==> src/pkg/nfs_pkg.sv <==
// Package for the numeric frequency synthesiser: register map, field positions,
// reset values, clock source and pulse state encodings and the state carriers.
// Assumes a single 25 MHz system clock and a synchronous active-high reset.
package nfs_pkg;

    // Register bus widths and register offsets.
    localparam int NFS_ADDR_W = 3;
    localparam int NFS_DATA_W = 8;
    localparam logic [2:0] NFS_OFF_CONTROL = 3'h0;
    localparam logic [2:0] NFS_OFF_CLOCK_SELECT = 3'h1;
    localparam logic [2:0] NFS_OFF_ACC_LOW = 3'h2;
    localparam logic [2:0] NFS_OFF_ACC_HIGH = 3'h3;
    localparam logic [2:0] NFS_OFF_ACC_UPPER = 3'h4;
    localparam logic [2:0] NFS_OFF_STEP_LOW = 3'h5;
    localparam logic [2:0] NFS_OFF_STEP_HIGH = 3'h6;
    localparam logic [2:0] NFS_OFF_IRQ = 3'h7;

    // Field positions inside the control, clock select and interrupt registers.
    localparam int NFS_CTL_ON_BIT = 7;
    localparam int NFS_CTL_PIN_BIT = 6;
    localparam int NFS_CTL_LEVEL_BIT = 5;
    localparam int NFS_CTL_INVERT_BIT = 4;
    localparam int NFS_CTL_PULSE_BIT = 0;
    localparam int NFS_CLK_WIDTH_LSB = 5;
    localparam int NFS_CLK_SOURCE_LSB = 0;
    localparam int NFS_IRQ_FLAG_BIT = 0;
    localparam int NFS_IRQ_ON_BIT = 1;

    // Datapath widths and the increment load delay in oscillator ticks.
    localparam int NFS_ACC_W = 20;
    localparam int NFS_STEP_W = 16;
    localparam logic [1:0] NFS_STEP_LOAD_TICKS = 2'h2;
    localparam logic [7:0] NFS_UNMAPPED_READ = 8'h00;

    // Accumulator clock source codes.
    typedef enum logic [1:0] {
        NFS_SRC_FAST = 2'b00,
        NFS_SRC_SYS = 2'b01,
        NFS_SRC_CELL = 2'b10,
        NFS_SRC_PIN = 2'b11
    } nfs_src_type;

    // Pulse generator states for pulse-frequency mode.
    typedef enum logic [1:0] {
        NFS_PULSE_IDLE = 2'b00,
        NFS_PULSE_ARMED = 2'b01,
        NFS_PULSE_ACTIVE = 2'b10
    } nfs_pulse_type;

    // One register bus request.
    typedef struct packed {
        logic [2:0] addr;
        logic [7:0] wdata;
        logic wr;
        logic rd;
    } nfs_bus_req_type;

    // Whole state of the synthesiser core.
    typedef struct packed {
        logic module_on;
        logic pin_drive_on;
        logic output_invert;
        logic pulse_mode_sel;
        logic [2:0] pulse_width_sel;
        nfs_src_type clock_source_sel;
        logic [19:0] acc;
        logic [15:0] step;
        logic [15:0] step_buf;
        logic [1:0] load_wait;
        logic toggle;
        nfs_pulse_type pulse_state;
        logic [7:0] pulse_left;
        logic output_level;
        logic overflow_flag;
        logic overflow_irq_on;
        logic fast_hold;
        logic [7:0] rdata;
    } nfs_state_type;

    // Whole state of the tick selector: last seen levels of the slow sources.
    typedef struct packed {
        logic fast_prev;
        logic cell_prev;
        logic pin_prev;
    } nfs_tick_state_type;

    localparam nfs_state_type NFS_STATE_RESET = '0;
    localparam nfs_tick_state_type NFS_TICK_RESET = '0;

endpackage

==> src/core/nfs_core.sv <==
// Numerically controlled oscillator core with its byte-wide register file.
// Assumes a register master that drives one-cycle strobes and reads data a cycle later.
// Summary of operation
// - Twenty-bit accumulator readable and writable as low, high and upper-nibble bytes.
// - Each selected-clock rising edge adds the active increment into the accumulator.
// - The addition carry is the raw overflow driving output and flag.
// - Sixteen-bit increment in two byte registers backed by hidden buffers.
// - Enabled: low-byte write loads buffers on second following oscillator edge.
// - Disabled: any increment write loads the buffers immediately.
// - Two-bit source field picks fast oscillator, system clock, cell, pin.
// - Fixed-duty mode toggles the output on every overflow.
// - Control bit 0 chooses fixed-duty when clear, pulse mode when set.
// - Pulse mode drives output active from the edge after overflow.
// - Three-bit width code gives two to the code oscillator periods.
// - Width code matters only in pulse mode.
// - Final stage inverts the output when control bit 4 is set.
// - Polarity change with interrupts enabled raises the interrupt flag.
// - Read-only control bit 5 shows the final output level.
// - Control bit 6 connects the final output to its pin.
// - Control bit 7 runs the oscillator when set, stops it when clear.
// - Overflow sets the flag; request needs all four enables set.
// - Reset clears every register of the block to zero.
// - Runs in sleep while clocked; fast oscillator held when selected and on.
`timescale 1ns/10ps
module nfs_core
    import nfs_pkg::*;
(
    // Clock and reset.
    input wire logic clk,
    input wire logic reset,
    // Register port.
    input wire nfs_bus_req_type bus_req,
    output logic [7:0] rd_data,
    // Accumulator clock sources.
    input wire logic fast_internal_osc,
    input wire logic logic_cell_one_out,
    input wire logic clock_pin,
    // Interrupt enables held outside the block.
    input wire logic peripheral_irq_on,
    input wire logic global_irq_on,
    // Synthesised output, its pin and the interrupt request.
    output logic synth_out,
    output logic synth_pin_out,
    output logic synth_pin_oe,
    output logic irq_req,
    // Keeps the fast oscillator running through sleep.
    output logic fast_osc_hold
);

    nfs_state_type st;
    nfs_state_type nx;
    logic tick;
    logic carry;
    logic [19:0] sum_low;
    logic [7:0] width_count;
    logic raw_level;
    logic ctl_write;
    logic clk_write;
    logic acc_write;
    logic step_low_write;
    logic step_write;

    // Adds the increment buffer to the accumulator, wrapping at twenty bits.
    function automatic logic [20:0] nfs_add(input logic [19:0] acc, input logic [15:0] step);
        nfs_add = {1'b0, acc} + {5'h00, step};
    endfunction

    // Active time in oscillator periods for a width code.
    function automatic logic [7:0] nfs_width(input logic [2:0] code);
        nfs_width = 8'h01 << code;
    endfunction

    // Output before the polarity stage for a given state.
    function automatic logic nfs_raw(input nfs_state_type s);
        if (s.pulse_mode_sel) begin
            nfs_raw = (s.pulse_state == NFS_PULSE_ACTIVE);
        end else begin
            nfs_raw = s.toggle;
        end
    endfunction

    // Tick source for the accumulator.
    nfs_tick_sel u_tick_sel (
        .clk(clk),
        .reset(reset),
        .source_sel(st.clock_source_sel),
        .enable(st.module_on),
        .fast_internal_osc(fast_internal_osc),
        .logic_cell_one_out(logic_cell_one_out),
        .clock_pin(clock_pin),
        .tick(tick)
    );

    // Address decode of write strobes.
    always_comb begin
        ctl_write = 1'b0;
        clk_write = 1'b0;
        acc_write = 1'b0;
        step_low_write = 1'b0;
        step_write = 1'b0;
        if (bus_req.wr && bus_req.addr == NFS_OFF_CONTROL) begin
            ctl_write = 1'b1;
        end else if (bus_req.wr && bus_req.addr == NFS_OFF_CLOCK_SELECT) begin
            clk_write = 1'b1;
        end else if (bus_req.wr && bus_req.addr >= NFS_OFF_ACC_LOW
                     && bus_req.addr <= NFS_OFF_ACC_UPPER) begin
            acc_write = 1'b1;
        end else if (bus_req.wr && bus_req.addr == NFS_OFF_STEP_LOW) begin
            step_low_write = 1'b1;
            step_write = 1'b1;
        end else if (bus_req.wr && bus_req.addr == NFS_OFF_STEP_HIGH) begin
            step_write = 1'b1;
        end
    end

    // Raw overflow of the addition and the pulse length for the current code.
    always_comb begin
        {carry, sum_low} = nfs_add(st.acc, st.step_buf);
        width_count = nfs_width(st.pulse_width_sel);
        raw_level = nfs_raw(st);
    end

    // Next-state logic: datapath on ticks, then software writes on top.
    always_comb begin
        nx = st;
        // Accumulator step and overflow handling on each oscillator tick.
        if (tick) begin
            nx.acc = sum_low;
            if (carry) begin
                nx.toggle = ~st.toggle;
            end
            // Pulse generator: arm on overflow, go active on the following tick.
            case (st.pulse_state)
                NFS_PULSE_ARMED: begin
                    nx.pulse_state = NFS_PULSE_ACTIVE;
                    nx.pulse_left = width_count;
                end
                NFS_PULSE_ACTIVE: begin
                    if (st.pulse_left <= 8'h01) begin
                        nx.pulse_state = NFS_PULSE_IDLE;
                        nx.pulse_left = 8'h00;
                    end else begin
                        nx.pulse_left = st.pulse_left - 8'h01;
                    end
                end
                default: begin
                    nx.pulse_state = NFS_PULSE_IDLE;
                end
            endcase
            if (carry && st.pulse_mode_sel) begin
                nx.pulse_state = NFS_PULSE_ARMED;
            end
            // Delayed increment load, counted in oscillator ticks.
            if (st.load_wait != 2'h0) begin
                nx.load_wait = st.load_wait - 2'h1;
                if (st.load_wait == 2'h1) begin
                    nx.step_buf = st.step;
                end
            end
        end
        // Overflow flag: a new event wins over a clear in the same cycle.
        if (bus_req.wr && bus_req.addr == NFS_OFF_IRQ) begin
            nx.overflow_irq_on = bus_req.wdata[NFS_IRQ_ON_BIT];
            if (!bus_req.wdata[NFS_IRQ_FLAG_BIT]) begin
                nx.overflow_flag = 1'b0;
            end
        end
        if (tick && carry) begin
            nx.overflow_flag = 1'b1;
        end
        if (ctl_write && st.overflow_irq_on
            && bus_req.wdata[NFS_CTL_INVERT_BIT] != st.output_invert) begin
            nx.overflow_flag = 1'b1;
        end
        // Control register; the level bit is read-only.
        if (ctl_write) begin
            nx.module_on = bus_req.wdata[NFS_CTL_ON_BIT];
            nx.pin_drive_on = bus_req.wdata[NFS_CTL_PIN_BIT];
            nx.output_invert = bus_req.wdata[NFS_CTL_INVERT_BIT];
            nx.pulse_mode_sel = bus_req.wdata[NFS_CTL_PULSE_BIT];
        end
        if (clk_write) begin
            nx.pulse_width_sel = bus_req.wdata[NFS_CLK_WIDTH_LSB +: 3];
            nx.clock_source_sel = nfs_src_type'(bus_req.wdata[NFS_CLK_SOURCE_LSB +: 2]);
        end
        // Accumulator byte writes override only the written byte of a same-cycle addition.
        if (acc_write) begin
            if (bus_req.addr == NFS_OFF_ACC_LOW) begin
                nx.acc[7:0] = bus_req.wdata;
            end else if (bus_req.addr == NFS_OFF_ACC_HIGH) begin
                nx.acc[15:8] = bus_req.wdata;
            end else begin
                nx.acc[19:16] = bus_req.wdata[3:0];
            end
        end
        // Increment registers and their hidden buffers.
        if (step_write) begin
            if (step_low_write) begin
                nx.step[7:0] = bus_req.wdata;
            end else begin
                nx.step[15:8] = bus_req.wdata;
            end
            if (!st.module_on) begin
                nx.step_buf = nx.step;
                nx.load_wait = 2'h0;
            end else if (step_low_write) begin
                nx.load_wait = NFS_STEP_LOAD_TICKS;
            end
        end
        // Final polarity stage, registered so status and pin agree.
        nx.output_level = nfs_raw(nx) ^ nx.output_invert;
        nx.fast_hold = nx.module_on && nx.clock_source_sel == NFS_SRC_FAST;
        // Read data, valid in the cycle after the read strobe.
        nx.rdata = NFS_UNMAPPED_READ;
        if (bus_req.rd && bus_req.addr == NFS_OFF_CONTROL) begin
            nx.rdata = {st.module_on, st.pin_drive_on, st.output_level,
                        st.output_invert, 3'h0, st.pulse_mode_sel};
        end else if (bus_req.rd && bus_req.addr == NFS_OFF_CLOCK_SELECT) begin
            nx.rdata = {st.pulse_width_sel, 3'h0, st.clock_source_sel};
        end else if (bus_req.rd && bus_req.addr == NFS_OFF_ACC_LOW) begin
            nx.rdata = st.acc[7:0];
        end else if (bus_req.rd && bus_req.addr == NFS_OFF_ACC_HIGH) begin
            nx.rdata = st.acc[15:8];
        end else if (bus_req.rd && bus_req.addr == NFS_OFF_ACC_UPPER) begin
            nx.rdata = {4'h0, st.acc[19:16]};
        end else if (bus_req.rd && bus_req.addr == NFS_OFF_STEP_LOW) begin
            nx.rdata = st.step[7:0];
        end else if (bus_req.rd && bus_req.addr == NFS_OFF_STEP_HIGH) begin
            nx.rdata = st.step[15:8];
        end else if (bus_req.rd && bus_req.addr == NFS_OFF_IRQ) begin
            nx.rdata = {6'h00, st.overflow_irq_on, st.overflow_flag};
        end
    end

    // State register; reset clears every field.
    always_ff @(posedge clk) begin
        if (reset) begin
            st <= NFS_STATE_RESET;
        end else begin
            st <= nx;
        end
    end

    // Outputs.
    assign rd_data = st.rdata;
    assign synth_out = st.output_level;
    assign synth_pin_out = st.output_level & st.pin_drive_on;
    assign synth_pin_oe = st.pin_drive_on;
    assign fast_osc_hold = st.fast_hold;
    assign irq_req = st.overflow_flag & st.overflow_irq_on & st.module_on
                     & peripheral_irq_on & global_irq_on;

    a_acc_adds: assert property (@(posedge clk) disable iff (reset)
        (tick && !acc_write) |=> st.acc == $past(sum_low))
        else $error("Accumulator did not take the sum on a tick.");

    a_carry_flag: assert property (@(posedge clk) disable iff (reset)
        (tick && carry) |=> st.overflow_flag)
        else $error("Overflow did not set the flag.");

    a_fdc_toggle: assert property (@(posedge clk) disable iff (reset)
        (tick && carry) |=> st.toggle != $past(st.toggle))
        else $error("Overflow did not toggle the fixed-duty output.");

    a_pulse_starts: assert property (@(posedge clk) disable iff (reset)
        (tick && carry && st.pulse_mode_sel && !ctl_write)
        ##1 (tick && st.pulse_state == NFS_PULSE_ARMED && !carry)
        |=> (st.pulse_state == NFS_PULSE_ACTIVE && st.pulse_left == $past(width_count)))
        else $error("Pulse did not start on the tick after overflow.");

    a_polarity_stage: assert property (@(posedge clk) disable iff (reset)
        st.output_level == (raw_level ^ st.output_invert))
        else $error("Output level does not match raw level and polarity.");

    a_load_when_off: assert property (@(posedge clk) disable iff (reset)
        (step_write && !st.module_on) |=> st.step_buf == st.step)
        else $error("Increment buffer not loaded at once while off.");

    a_load_second_tick: assert property (@(posedge clk) disable iff (reset)
        (step_low_write && st.module_on && !ctl_write) |=> st.load_wait == 2'h2)
        else $error("Low increment write did not start the load delay.");

    a_irq_gated: assert property (@(posedge clk) disable iff (reset)
        irq_req |-> (st.module_on && st.overflow_irq_on && st.overflow_flag))
        else $error("Interrupt request without all enables.");

    a_status_read: assert property (@(posedge clk) disable iff (reset)
        (bus_req.rd && bus_req.addr == NFS_OFF_CONTROL)
        |=> rd_data[NFS_CTL_LEVEL_BIT] == $past(st.output_level))
        else $error("Status bit does not show the output level.");

    // A reset edge leaves every field of the state at zero.
    a_reset_clears: assert property (@(posedge clk)
        reset |=> st == NFS_STATE_RESET)
        else $error("State not cleared by reset.");

    // Hardware only ever sets the flag.
    // Dropping it takes a software write to the interrupt register.
    a_flag_sticky: assert property (@(posedge clk) disable iff (reset)
        (st.overflow_flag && !(bus_req.wr && bus_req.addr == NFS_OFF_IRQ))
        |=> st.overflow_flag)
        else $error("Overflow flag dropped without a write.");

    // Flipping the polarity with the interrupt on flags the new edge.
    // Software sees the resulting output transition as an overflow event.
    a_polarity_flag: assert property (@(posedge clk) disable iff (reset)
        (ctl_write && st.overflow_irq_on
         && bus_req.wdata[NFS_CTL_INVERT_BIT] != st.output_invert) |=> st.overflow_flag)
        else $error("Polarity change did not set the flag.");

    // Without a tick or a byte write the accumulator must not move.
    a_acc_holds: assert property (@(posedge clk) disable iff (reset)
        (!tick && !acc_write) |=> $stable(st.acc))
        else $error("Accumulator moved without a tick.");

    // A carry keeps only the remainder, so the new value lies below the old.
    // This keeps the average frequency exact over many periods.
    a_wrap_keeps: assert property (@(posedge clk) disable iff (reset)
        (tick && carry && !acc_write) |=> st.acc < $past(st.acc))
        else $error("Accumulator did not wrap on overflow.");

    // The delayed load copies the increment registers as they stood.
    a_buf_loads: assert property (@(posedge clk) disable iff (reset)
        (tick && st.load_wait == 2'h1) |=> st.step_buf == $past(st.step))
        else $error("Increment buffer missed its delayed load.");

    // The last active tick of a pulse returns the output to inactive.
    // A carry on that tick re-arms instead, so it is left out here.
    a_pulse_ends: assert property (@(posedge clk) disable iff (reset)
        (tick && !carry && st.pulse_state == NFS_PULSE_ACTIVE && st.pulse_left == 8'h01)
        |=> st.pulse_state == NFS_PULSE_IDLE)
        else $error("Pulse ran past its selected width.");

    // The sleep hold follows the enable and the fast source selection.
    a_hold_follows: assert property (@(posedge clk) disable iff (reset)
        st.fast_hold == (st.module_on && st.clock_source_sel == NFS_SRC_FAST))
        else $error("Fast oscillator hold does not match the setup.");

endmodule // nfs_core

==> src/core/nfs_tick_sel.sv <==
// Accumulator clock selector: turns the chosen source into one-cycle ticks.
// Assumes every source level is synchronous to clk and slower than clk / 2.
`timescale 1ns/10ps
module nfs_tick_sel
    import nfs_pkg::*;
(
    // Clock and reset.
    input wire logic clk,
    input wire logic reset,
    // Selection and gating.
    input wire nfs_src_type source_sel,
    input wire logic enable,
    // Candidate sources.
    input wire logic fast_internal_osc,
    input wire logic logic_cell_one_out,
    input wire logic clock_pin,
    // One-cycle tick per rising edge of the chosen source.
    output logic tick
);

    nfs_tick_state_type st;
    nfs_tick_state_type nx;
    logic rise;

    // Edge detect on the selected source; the system clock ticks every cycle.
    always_comb begin
        nx.fast_prev = fast_internal_osc;
        nx.cell_prev = logic_cell_one_out;
        nx.pin_prev = clock_pin;
        case (source_sel)
            NFS_SRC_FAST: rise = fast_internal_osc & ~st.fast_prev;
            NFS_SRC_SYS: rise = 1'b1;
            NFS_SRC_CELL: rise = logic_cell_one_out & ~st.cell_prev;
            default: rise = clock_pin & ~st.pin_prev;
        endcase
        tick = enable & rise;
    end

    // State register.
    always_ff @(posedge clk) begin
        if (reset) begin
            st <= NFS_TICK_RESET;
        end else begin
            st <= nx;
        end
    end

    a_sys_ticks: assert property (@(posedge clk) disable iff (reset)
        (enable && source_sel == NFS_SRC_SYS) |-> tick)
        else $error("System clock source did not tick every cycle.");

    a_pin_edge: assert property (@(posedge clk) disable iff (reset)
        (enable && source_sel == NFS_SRC_PIN && $rose(clock_pin)) |-> tick)
        else $error("Rising pin edge produced no tick.");

    a_off_silent: assert property (@(posedge clk) disable iff (reset)
        !enable |-> !tick)
        else $error("Tick seen while the module is off.");

endmodule // nfs_tick_sel

==> config.mk <==
export PLATFORM = sky130hd
export DESIGN_NAME = nfs_core
export DESIGN_NICKNAME = d
export VERILOG_FILES = /design/src/pkg/nfs_pkg.sv /design/src/core/nfs_core.sv /design/src/core/nfs_tick_sel.sv
export SDC_FILE = /design/constraint.sdc
export NUM_CORES = 1
export LEC_CHECK = 0
export BUFFER_PORTS_ARGS = -buffer_cell sky130_fd_sc_hd__buf_2
export CAP_MARGIN = 20
export CORE_ASPECT_RATIO = 1.25
export CORE_UTILIZATION = 55
export DETAILED_ROUTE_END_ITERATION = 6
export HOLD_SLACK_MARGIN = 0.1
export PLACE_DENSITY_LB_ADDON = 0.2
export SLEW_MARGIN = 5
export SYNTH_ARGS = -nofsm -noshare
export SYNTH_HDL_FRONTEND = slang
export SYNTH_HIERARCHICAL = 1
export SYNTH_SLANG_ARGS = --single-unit
==> constraint.sdc <==
create_clock -name clk -period 2.6 [get_ports clk]
set_input_delay 0.26 -clock clk [delete_from_list [all_inputs] [get_ports clk]]
set_output_delay 0.26 -clock clk [all_outputs]
set_load 0.005 [all_outputs]
==> results of run 1 <==
==> cell usage in the layout (no fill, tap or decap), types with 10 or more instances in the layout <==
cell / instances
nand2_1: 85
inv_1: 17
a21oi_1: 51
xnor2_1: 10
a31oi_1: 10
nand3_1: 12
dfxtp_1: 87
ha_1: 18
nor2_1: 96
mux2i_1: 19
nor3_1: 23
buf_2: 32
buf_4: 25
o21ai_0: 29
a22oi_1: 10
a211oi_1: 18
o22ai_1: 12
==> what timing repair did <==
item,CTS,global route
setup endpoints to repair,2,5
pin swaps,0,9
hold endpoints to repair,0,0
resized for setup,2,9
==> final cells by class <==
cell class	count	area [sq um]	share of cell area [%]
tap	123	153.9	2.605
inverter	17	63.81	1.080
multi-input combinational	524	3273	55.40
clock buffer	11	242.7	4.108
clock inverter	3	42.54	0.7200
sequential	89	1784	30.20
timing repair buffer	57	347.8	5.887
==> per-layer routing <==
layer	global-route usage [%]	part of all wire, %
met1	42.51	40
met2	56.46	49
met3	6.597	6.2
met4	20.32	4.7
met5	0	0
==> registers in the layout, indices dropped and copies added, names as in the netlist <==
register       count
rd_data            8
synth_pin_oe       1
synth_out          1
u_tick_sel/st      3
fast_osc_hold      1
st                75
==> critical path, cell delays in order, from the launching register on <==
cell and delay (ps):
dfxtp_2 330, ha_4 160, fa_2 410, a211oi_4 270, nor2_2 80, a311oi_2 330
buf_4 180, a211oi_2 80, a32oi_2 250, o32a_1 160, nand4_1 100
==> stage by stage <==
step                      setup slack [ps]  setup TNS, ps  instance area (sq um)  cells  power, mW
after CTS                            18.18              0                   5871    824      3.081
after global routing                -18.73         -18.73                   5908    824      3.194
after floorplan                      183.4              0                   5285    674      1.694
after global placement               9.337              0                   5575    810      1.804
final                                103.5              0                   5908    824      3.096
after detailed placement            -58.82         -111.6                   5575    810      1.812
==> how the worst max path moves through the flow <==
stage | endpoint | start | slack, ps
after floorplan | synth_out | st[25] | 180
after detailed placement | st[69] | st[25] | -60
after global routing | synth_out | st[57] | -20
after global placement | synth_out | st[25] | 9
final | synth_out | st[57] | 100
after CTS | synth_out | st[25] | 20
==> power breakdown <==
part	internal [mW]	total [mW]	switching [mW]
sequential	1.40	1.44	0.0401
clock	0.759	1.30	0.541
combinational	0.128	0.351	0.223
==> kinds of logic after synthesis <==
logic type               synth area share [%]
AND/OR/NAND/NOR                         25.50
AO/OA/AOI/OAI                           22.89
flip-flops                              33.71
buffers and inverters                   5.208
multiplexers                            5.090
adder cells (fa/ha/maj)                 5.114
XOR/XNOR                                2.486
==> results.cfg, run 1 <==
[logic_synthesis]
yosysTopAreaCellShare_pct = 33.71
ys.flop_type = dfxtp_1
yosys_warnings = 6
yosysMostFrequentCell = nor2_1
async_reset_ff_share_pct = 0
ys_seq_elements = 89
yosys.area.top_type = dfxtp_1
synth.distinct_cells = 68
synth.area.top_cells = dfxtp_1 34%, nor2_1 6.9%, nand2_1 6.0%, a21oi_1 4.8%, ha_1 4.7%
syn_area_sq_um = 5285
synthCells = 674
synthTopCellsByCount = 97 x nor2_1, 89 x dfxtp_1, 85 x nand2_1, 51 x a21oi_1, 29 x o21ai_0
synth_nets = 715
seq_area_frac_synth_pct = 33.71
synth.avg_cell_area_sq_um = 7.841
synth-edff-count = 0

[global_routing]
grt_pass1_vias = 4966
grt.total_usage_pct = 34.99
grt_max_degree = 37
overflow = 0
grt_pass1_wl_mm = 25.96
antenna_found_initial = 0

[timing]
fin_crit_sh_pct = 96.02
tightest_slew_ps = 702.8
min_period_ps = 2497
slew_viol_final = 0
final_hold_viol_count = 0
fin_worst_skew_ps = 7.279
setup_viol = 0
fmax_mhz = 400.6
slew_headroom_pct = 52.97
hold_ws_ps = 148.0

[place]
dp_hpwl_mm = 12.02
io_buffers = 32
place_congestion = 0.9924

[clock_tree]
root_buffer = clkbuf_16
cts_tree = yes
clk_pin_slew_ps = 60
clock_latency_ps = 350
clk_path_buf_depth = 2
clock-sinks = 89
ctsHoldBuffers = 0
numCtsBuffers = 9
cts_setup_buffers = 0
ctsHtreeMaxLevel = 3

[route]
wl_per_cell_um = 19.71
route.detailed.drc = 0
vias = 5189
vias_per_cell = 6.297
drt_wl_total_mm = 16.24
firstDrtPassIters = 7
ant_nets = 0
first_iter_violations = 494

[worst_setup_path]
critical_path_class = reg -> reg
r2r_cells = 10
cp-start-kind = register
crit_arrival_ps = 2710
reg2reg_slack_ps = 100
critPathCaptureType = register
crit_path_max_fanout = 3
required_ps = 2820
rr_startpoint = st[57]
rr_endpoint = synth_out

[layout]
fill_cells = 793
fin_util_pct = 64.06
layout-drive-gt1-share_pct = 15.26
area_growth_pct = 11.79
diodes = 0
fin_nets = 739

[floorplanning]
start_util_pct = 57.31
io_pins = 33
core_sq_um = 9223
rows = 39
die-area_sq_um = 10010
floorplan.die.height_um = 111.6
die_w_um = 89.68

[run]
maxCapViolations = 0

[min_path]
hp-class = in -> reg
min_path_cells = 2
hold_start = logic_cell_one_out
whs_endpoint = u_tick_sel/st[1]

[status]
status = complete, no violations

[power_and_ir_drop]
power_density_nw_per_um2 = 524.0
p_leak_nw = 2.207
irDropWorstVdd_uv = 377.9
(Power assumes the default switching activity.)
==> run 2: changes to the inputs <==
--- a/config.mk
+++ b/config.mk
@@ -8,10 +8,11 @@
 export BUFFER_PORTS_ARGS = -buffer_cell sky130_fd_sc_hd__buf_2
 export CAP_MARGIN = 20
 export CORE_ASPECT_RATIO = 1.25
-export CORE_UTILIZATION = 55
+export CORE_UTILIZATION = 45
 export DETAILED_ROUTE_END_ITERATION = 6
 export HOLD_SLACK_MARGIN = 0.1
 export PLACE_DENSITY_LB_ADDON = 0.2
+export REMOVE_ABC_BUFFERS = 1
 export SLEW_MARGIN = 5
 export SYNTH_ARGS = -nofsm -noshare
 export SYNTH_HDL_FRONTEND = slang
==> run 2 against run 1 <==
Clock skew is 1.5 ps lower. Sequential cell count stayed put. Via count is 1.5% lower. Cell count is 1.5% higher. Maximum frequency is 1.3% higher. Global-route usage is 7.8 points lower. Combinational power is 1% lower. Register-to-register slack better by 30 ps. Critical path type unchanged. Largest cell class unchanged.
==> results.cfg, run 2 (same netlist as run 1, synthesis figures left out) <==
[clock_tree]
clk_pin_slew_ps = 70
clk_path_buf_depth = 2
ctsHtreeMaxLevel = 3
root_buffer = clkbuf_16
numCtsBuffers = 9
ctsHoldBuffers = 0
clock_latency_ps = 350
cts_tree = yes
cts_setup_buffers = 0
clock-sinks = 89

[layout]
fin_nets = 737
fill_cells = 1071
largest_register_ff_count = 75
fin_util_pct = 52.28
max_flop_register = st
layout-drive-gt1-share_pct = 14.41
area_growth_pct = 11.22
multiInputGateArea_sq_um = 3241
layout_common_cells = 97 x nor2_1, 89 x dfxtp_1, 85 x nand2_1
seqCellArea_sq_um = 1782
diodes = 0
final_common_cell = nor2_1

[worst_setup_path]
cpPeakStageDelay_ps = 420
critical_path_class = reg -> reg
crit_top_cell = a211oi_2
slowest_stage = fa_1
critPathCaptureType = register
required_ps = 2890
path_cells = ha_1, fa_1, a211oi_2, nor2_1, a311oi_2, buf_4, a211oi_2, xnor2_1, o32a_1, nand4_1
crit_path_max_fanout = 3
critPathLaunch = st[25]
crit_arrival_ps = 2750
cp-start-kind = register
rr_startpoint = st[25]

[place]
place_ws_ps = 62.79
dp_hpwl_mm = 11.79
io_buffers = 32
place_congestion = 0.9196

[timing]
tightest_slew_ps = 642.5
slew_headroom_pct = 57.01
fin_crit_sh_pct = 94.78
final_hold_viol_count = 0
min_period_ps = 2464
setup_viol = 0
setup_ws_ps = 135.6
fmax_mhz = 405.8
fin_worst_skew_ps = 5.805
slew_viol_final = 0

[route]
vias_per_cell = 6.114
ant_nets = 0
route.detailed.drc = 0
firstDrtPassIters = 5
drt_wl_total_mm = 15.89
wl_per_cell_um = 19.01
first_iter_violations = 441
vias = 5111

[global_routing]
grt_pass1_vias = 4750
antenna_found_initial = 0
overflow = 0
grt_pass1_wl_mm = 25.15
grt_max_degree = 34
grt.total_usage_pct = 27.23

[floorplanning]
die-area_sq_um = 12180
core_sq_um = 11240
io_pins = 33
die_w_um = 98.93
rows = 43
floorplan.die.height_um = 123.2
start_util_pct = 47.00

[min_path]
hp-class = in -> reg
hold_start = fast_internal_osc

[power_and_ir_drop]
power_density_nw_per_um2 = 522.9
irDropWorstVdd_uv = 334.2
p_leak_nw = 2.206

[status]
status = complete, no violations

[run]
maxCapViolations = 0
## run 2: changes by cell type in the layout (fill, tap and decap cells not counted), sizes merged
cell / before / now
bufinv: 1 / 0
inv: 17 / 23
buf: 57 / 55
clkbuf: 11 / 9
clkinv: 1 / 0
## run 2: area by class of cell
type	instances	area share (%)
multi-input cells	524	55.13
flip-flops and latches	89	30.31
well taps	135	2.874
repair buffers	55	5.662
inverters	17	1.086
clock buffers	9	3.831
clock inverters	7	1.107
## run 2: power by group
| group | leakage [nW] | switching, mW | internal, mW |
|---|---|---|---|
| combinational | 1.34 | 0.222 | 0.125 |
| sequential | 0.722 | 0.0389 | 1.40 |
| clock | 0.141 | 0.609 | 0.676 |
| total | 2.21 | 0.870 | 2.20 |
## run 2: per-stage QoR
step,area (sq um),setup TNS (ps),hold WS [ps],std cells,power (mW)
2_1_floorplan,5074,-2493,329.1,630,1.653
3_3_place_gp,5575,0,462.4,820,1.805
3_5_place_dp,5575,0,463.9,820,1.809
4_1_cts,5866,0,137.1,836,3.083
5_1_grt,5878,-20.78,149.0,836,3.170
6_report,5878,0,139.2,836,3.074
## run 2: critical path: cells and delay by family (launching register included)
kind	cells	cell delay [ps]
flip-flops	1	320
XOR/XNOR	1	170
buffers and inverters	1	170
adder cells (fa/ha/maj)	2	650
AO/OA/AOI/OAI	4	910
AND/OR/NAND/NOR	2	200
## run 2: what timing repair did
action	4_1_cts	5_1_grt
endpoints found under the hold margin	0	0
resized for setup	0	2
endpoints found under the setup margin	0	6
## run 2: per-layer routing
layer | vias to the layer above | GRT usage (%) | part of all wire (%)
li1 | 2460 | - | -
met1 | 2384 | 35.56 | 42
met2 | 221 | 43.66 | 46
met3 | 46 | 3.335 | 7.4
met4 | 0 | 15.58 | 4.7
met5 | - | 0 | 0
## run 2: worst paths after layout
check | endpoint | slack, ps | depth (start not counted)
min reg2reg | st[49] | 480 | 2
min | u_tick_sel/st[2] | 140 | 2
max reg2reg | synth_out | 140 | 10
max | synth_out | 140 | 10
==> run 3: changes to the inputs <==
--- a/config.mk
+++ b/config.mk
@@ -8,9 +8,9 @@
 export BUFFER_PORTS_ARGS = -buffer_cell sky130_fd_sc_hd__buf_2
 export CAP_MARGIN = 20
 export CORE_ASPECT_RATIO = 1.25
-export CORE_UTILIZATION = 45
+export CORE_UTILIZATION = 46
 export DETAILED_ROUTE_END_ITERATION = 6
-export HOLD_SLACK_MARGIN = 0.1
+export HOLD_SLACK_MARGIN = 0.15
 export PLACE_DENSITY_LB_ADDON = 0.2
 export REMOVE_ABC_BUFFERS = 1
 export SLEW_MARGIN = 5
==> run 3 against run 2 <==
Maximum frequency decreased by 0.31%. Clock-buffer cell count increased by 1. Sequential power about the same. Hold slack improved by 110 ps. Global-route usage increased by 0.50 points. Critical path type unchanged. Largest cell class unchanged.
==> results.cfg, run 3 (same netlist as run 1, synthesis figures left out) <==
[worst_setup_path]
critPathCaptureType = register
critPathBufInv = 1
required_ps = 2830
crit_arrival_ps = 2700
crit_family = compound AO/OA/AOI/OAI gates
crit_top_cell = a211oi_2
path_cells = ha_1, fa_1, a211oi_2, nor2_1, a311oi_2, buf_4, a211oi_2, a32oi_2, o32a_1, nand4_1
crit_path_max_fanout = 3
critical_path_class = reg -> reg
cp-start-kind = register
cpPeakStageDelay_ps = 410
slowest_stage = fa_1

[global_routing]
grt_max_degree = 30
grt_pass1_vias = 4691
overflow = 0
grt.total_usage_pct = 27.73
grt_pass1_wl_mm = 25.27
antenna_found_initial = 0

[clock_tree]
cts_tree = yes
ctsHtreeMaxLevel = 3
clock_latency_ps = 350
clk_pin_slew_ps = 70
root_buffer = clkbuf_16
numCtsBuffers = 9
clock-sinks = 89
clk_path_buf_depth = 2
cts_setup_buffers = 0

[layout]
diodes = 0
layout_common_cells = 97 x nor2_1, 89 x dfxtp_1, 85 x nand2_1
fin_util_pct = 53.68
largest_register_ff_count = 75
area_growth_pct = 13.12
layout-drive-gt1-share_pct = 14.83
max_flop_register = st
final_common_cell = nor2_1
instances_no_fill = 843
fill_cells = 1040
final_cell_area_sq_um = 5978
fin_nets = 744

[floorplanning]
core_sq_um = 11140
io_pins = 33
start_util_pct = 47.46
rows = 43
die-area_sq_um = 11920
floorplan.die.height_um = 121.8
die_w_um = 97.87

[status]
status = complete, no violations

[route]
first_iter_violations = 351
ant_nets = 0
route.detailed.drc = 0
drt_wl_total_mm = 16.14
vias = 5088
wl_per_cell_um = 19.14
vias_per_cell = 6.036
firstDrtPassIters = 5

[timing]
tightest_slew_ps = 648.3
grt_setup_unrepaired = yes
slew_viol_final = 0
setup_ws_ps = 128.0
tns_ps = 0
slew_headroom_pct = 56.62
setup_viol = 0
fin_crit_sh_pct = 95.08
final_hold_viol_count = 0
fin_worst_skew_ps = 7.715
min_period_ps = 2472
fmax_mhz = 404.5

[place]
io_buffers = 32
place_congestion = 0.9446
dp_hpwl_mm = 11.92
place_ws_ps = 48.45
dpl_cell_area_sq_um = 5605
dp_cells = 824

[min_path]
hp-class = in -> reg

[run]
maxCapViolations = 0

[power_and_ir_drop]
power_density_nw_per_um2 = 545.3
p_leak_nw = 2.257
irDropWorstVdd_uv = 385.0
run 3: final cells by class:
type                       count  area (sq um)  area share, %
clock buffer                  10         239.0          3.997
clock inverter                 6         93.84          1.570
sequential                    89          1782          29.80
timing repair buffer          62         392.9          6.572
tap                          135         168.9          2.825
inverter                      17         63.81          1.067
multi-input combinational    524          3238          54.17
run 3: worst reg2reg max path, cell delays in order, from the launching register on:
cell	delay [ps]
dfxtp_1	320
ha_1	230
fa_1	410
a211oi_2	240
nor2_1	120
a311oi_2	250
buf_4	170
a211oi_2	90
a32oi_2	270
o32a_1	170
nand4_1	80
run 3: power by group:
group / internal (mW) / switching [mW] / leakage [nW]
logic: 0.131 / 0.222 / 1.37
clock network: 0.879 / 0.586 / 0.160
registers: 1.40 / 0.0392 / 0.722
total: 2.41 / 0.846 / 2.26
run 3: layer usage:
metal / up-vias / track usage, % / share of wire [%]
met4: 0 / 17.52 / 5.2
met2: 190 / 43.66 / 46
met5: - / 0 / 0
li1: 2459 / - / -
met3: 49 / 5.336 / 5.9
met1: 2390 / 34.94 / 43
run 3: per-stage QoR:
stage | power, mW | hold WS, ps
6_report | 3.260 | 244.7
5_1_grt | 3.365 | 255.5
4_1_cts | 3.267 | 241.7
3_5_place_dp | 1.812 | 467.2
3_3_place_gp | 1.807 | 462.4
2_1_floorplan | 1.653 | 329.1
run 3: path summary, 6_finish.rpt:
path                   start         end  slack (ps)  depth (start not counted)
setup / recovery      st[25]   synth_out         130                         10
hold / removal    bus_req[0]  rd_data[0]         240                          3
setup reg to reg      st[25]   synth_out         130                         10
hold reg to reg       st[55]      st[55]         480                          2
run 3: what timing repair did:
| item | in CTS | in global routing |
|---|---|---|
| gates resized for setup | 0 | 2 |
| hold endpoints to repair | 3 | 0 |
| hold buffers | 3 | 0 |
| setup endpoints to repair | 0 | 6 |
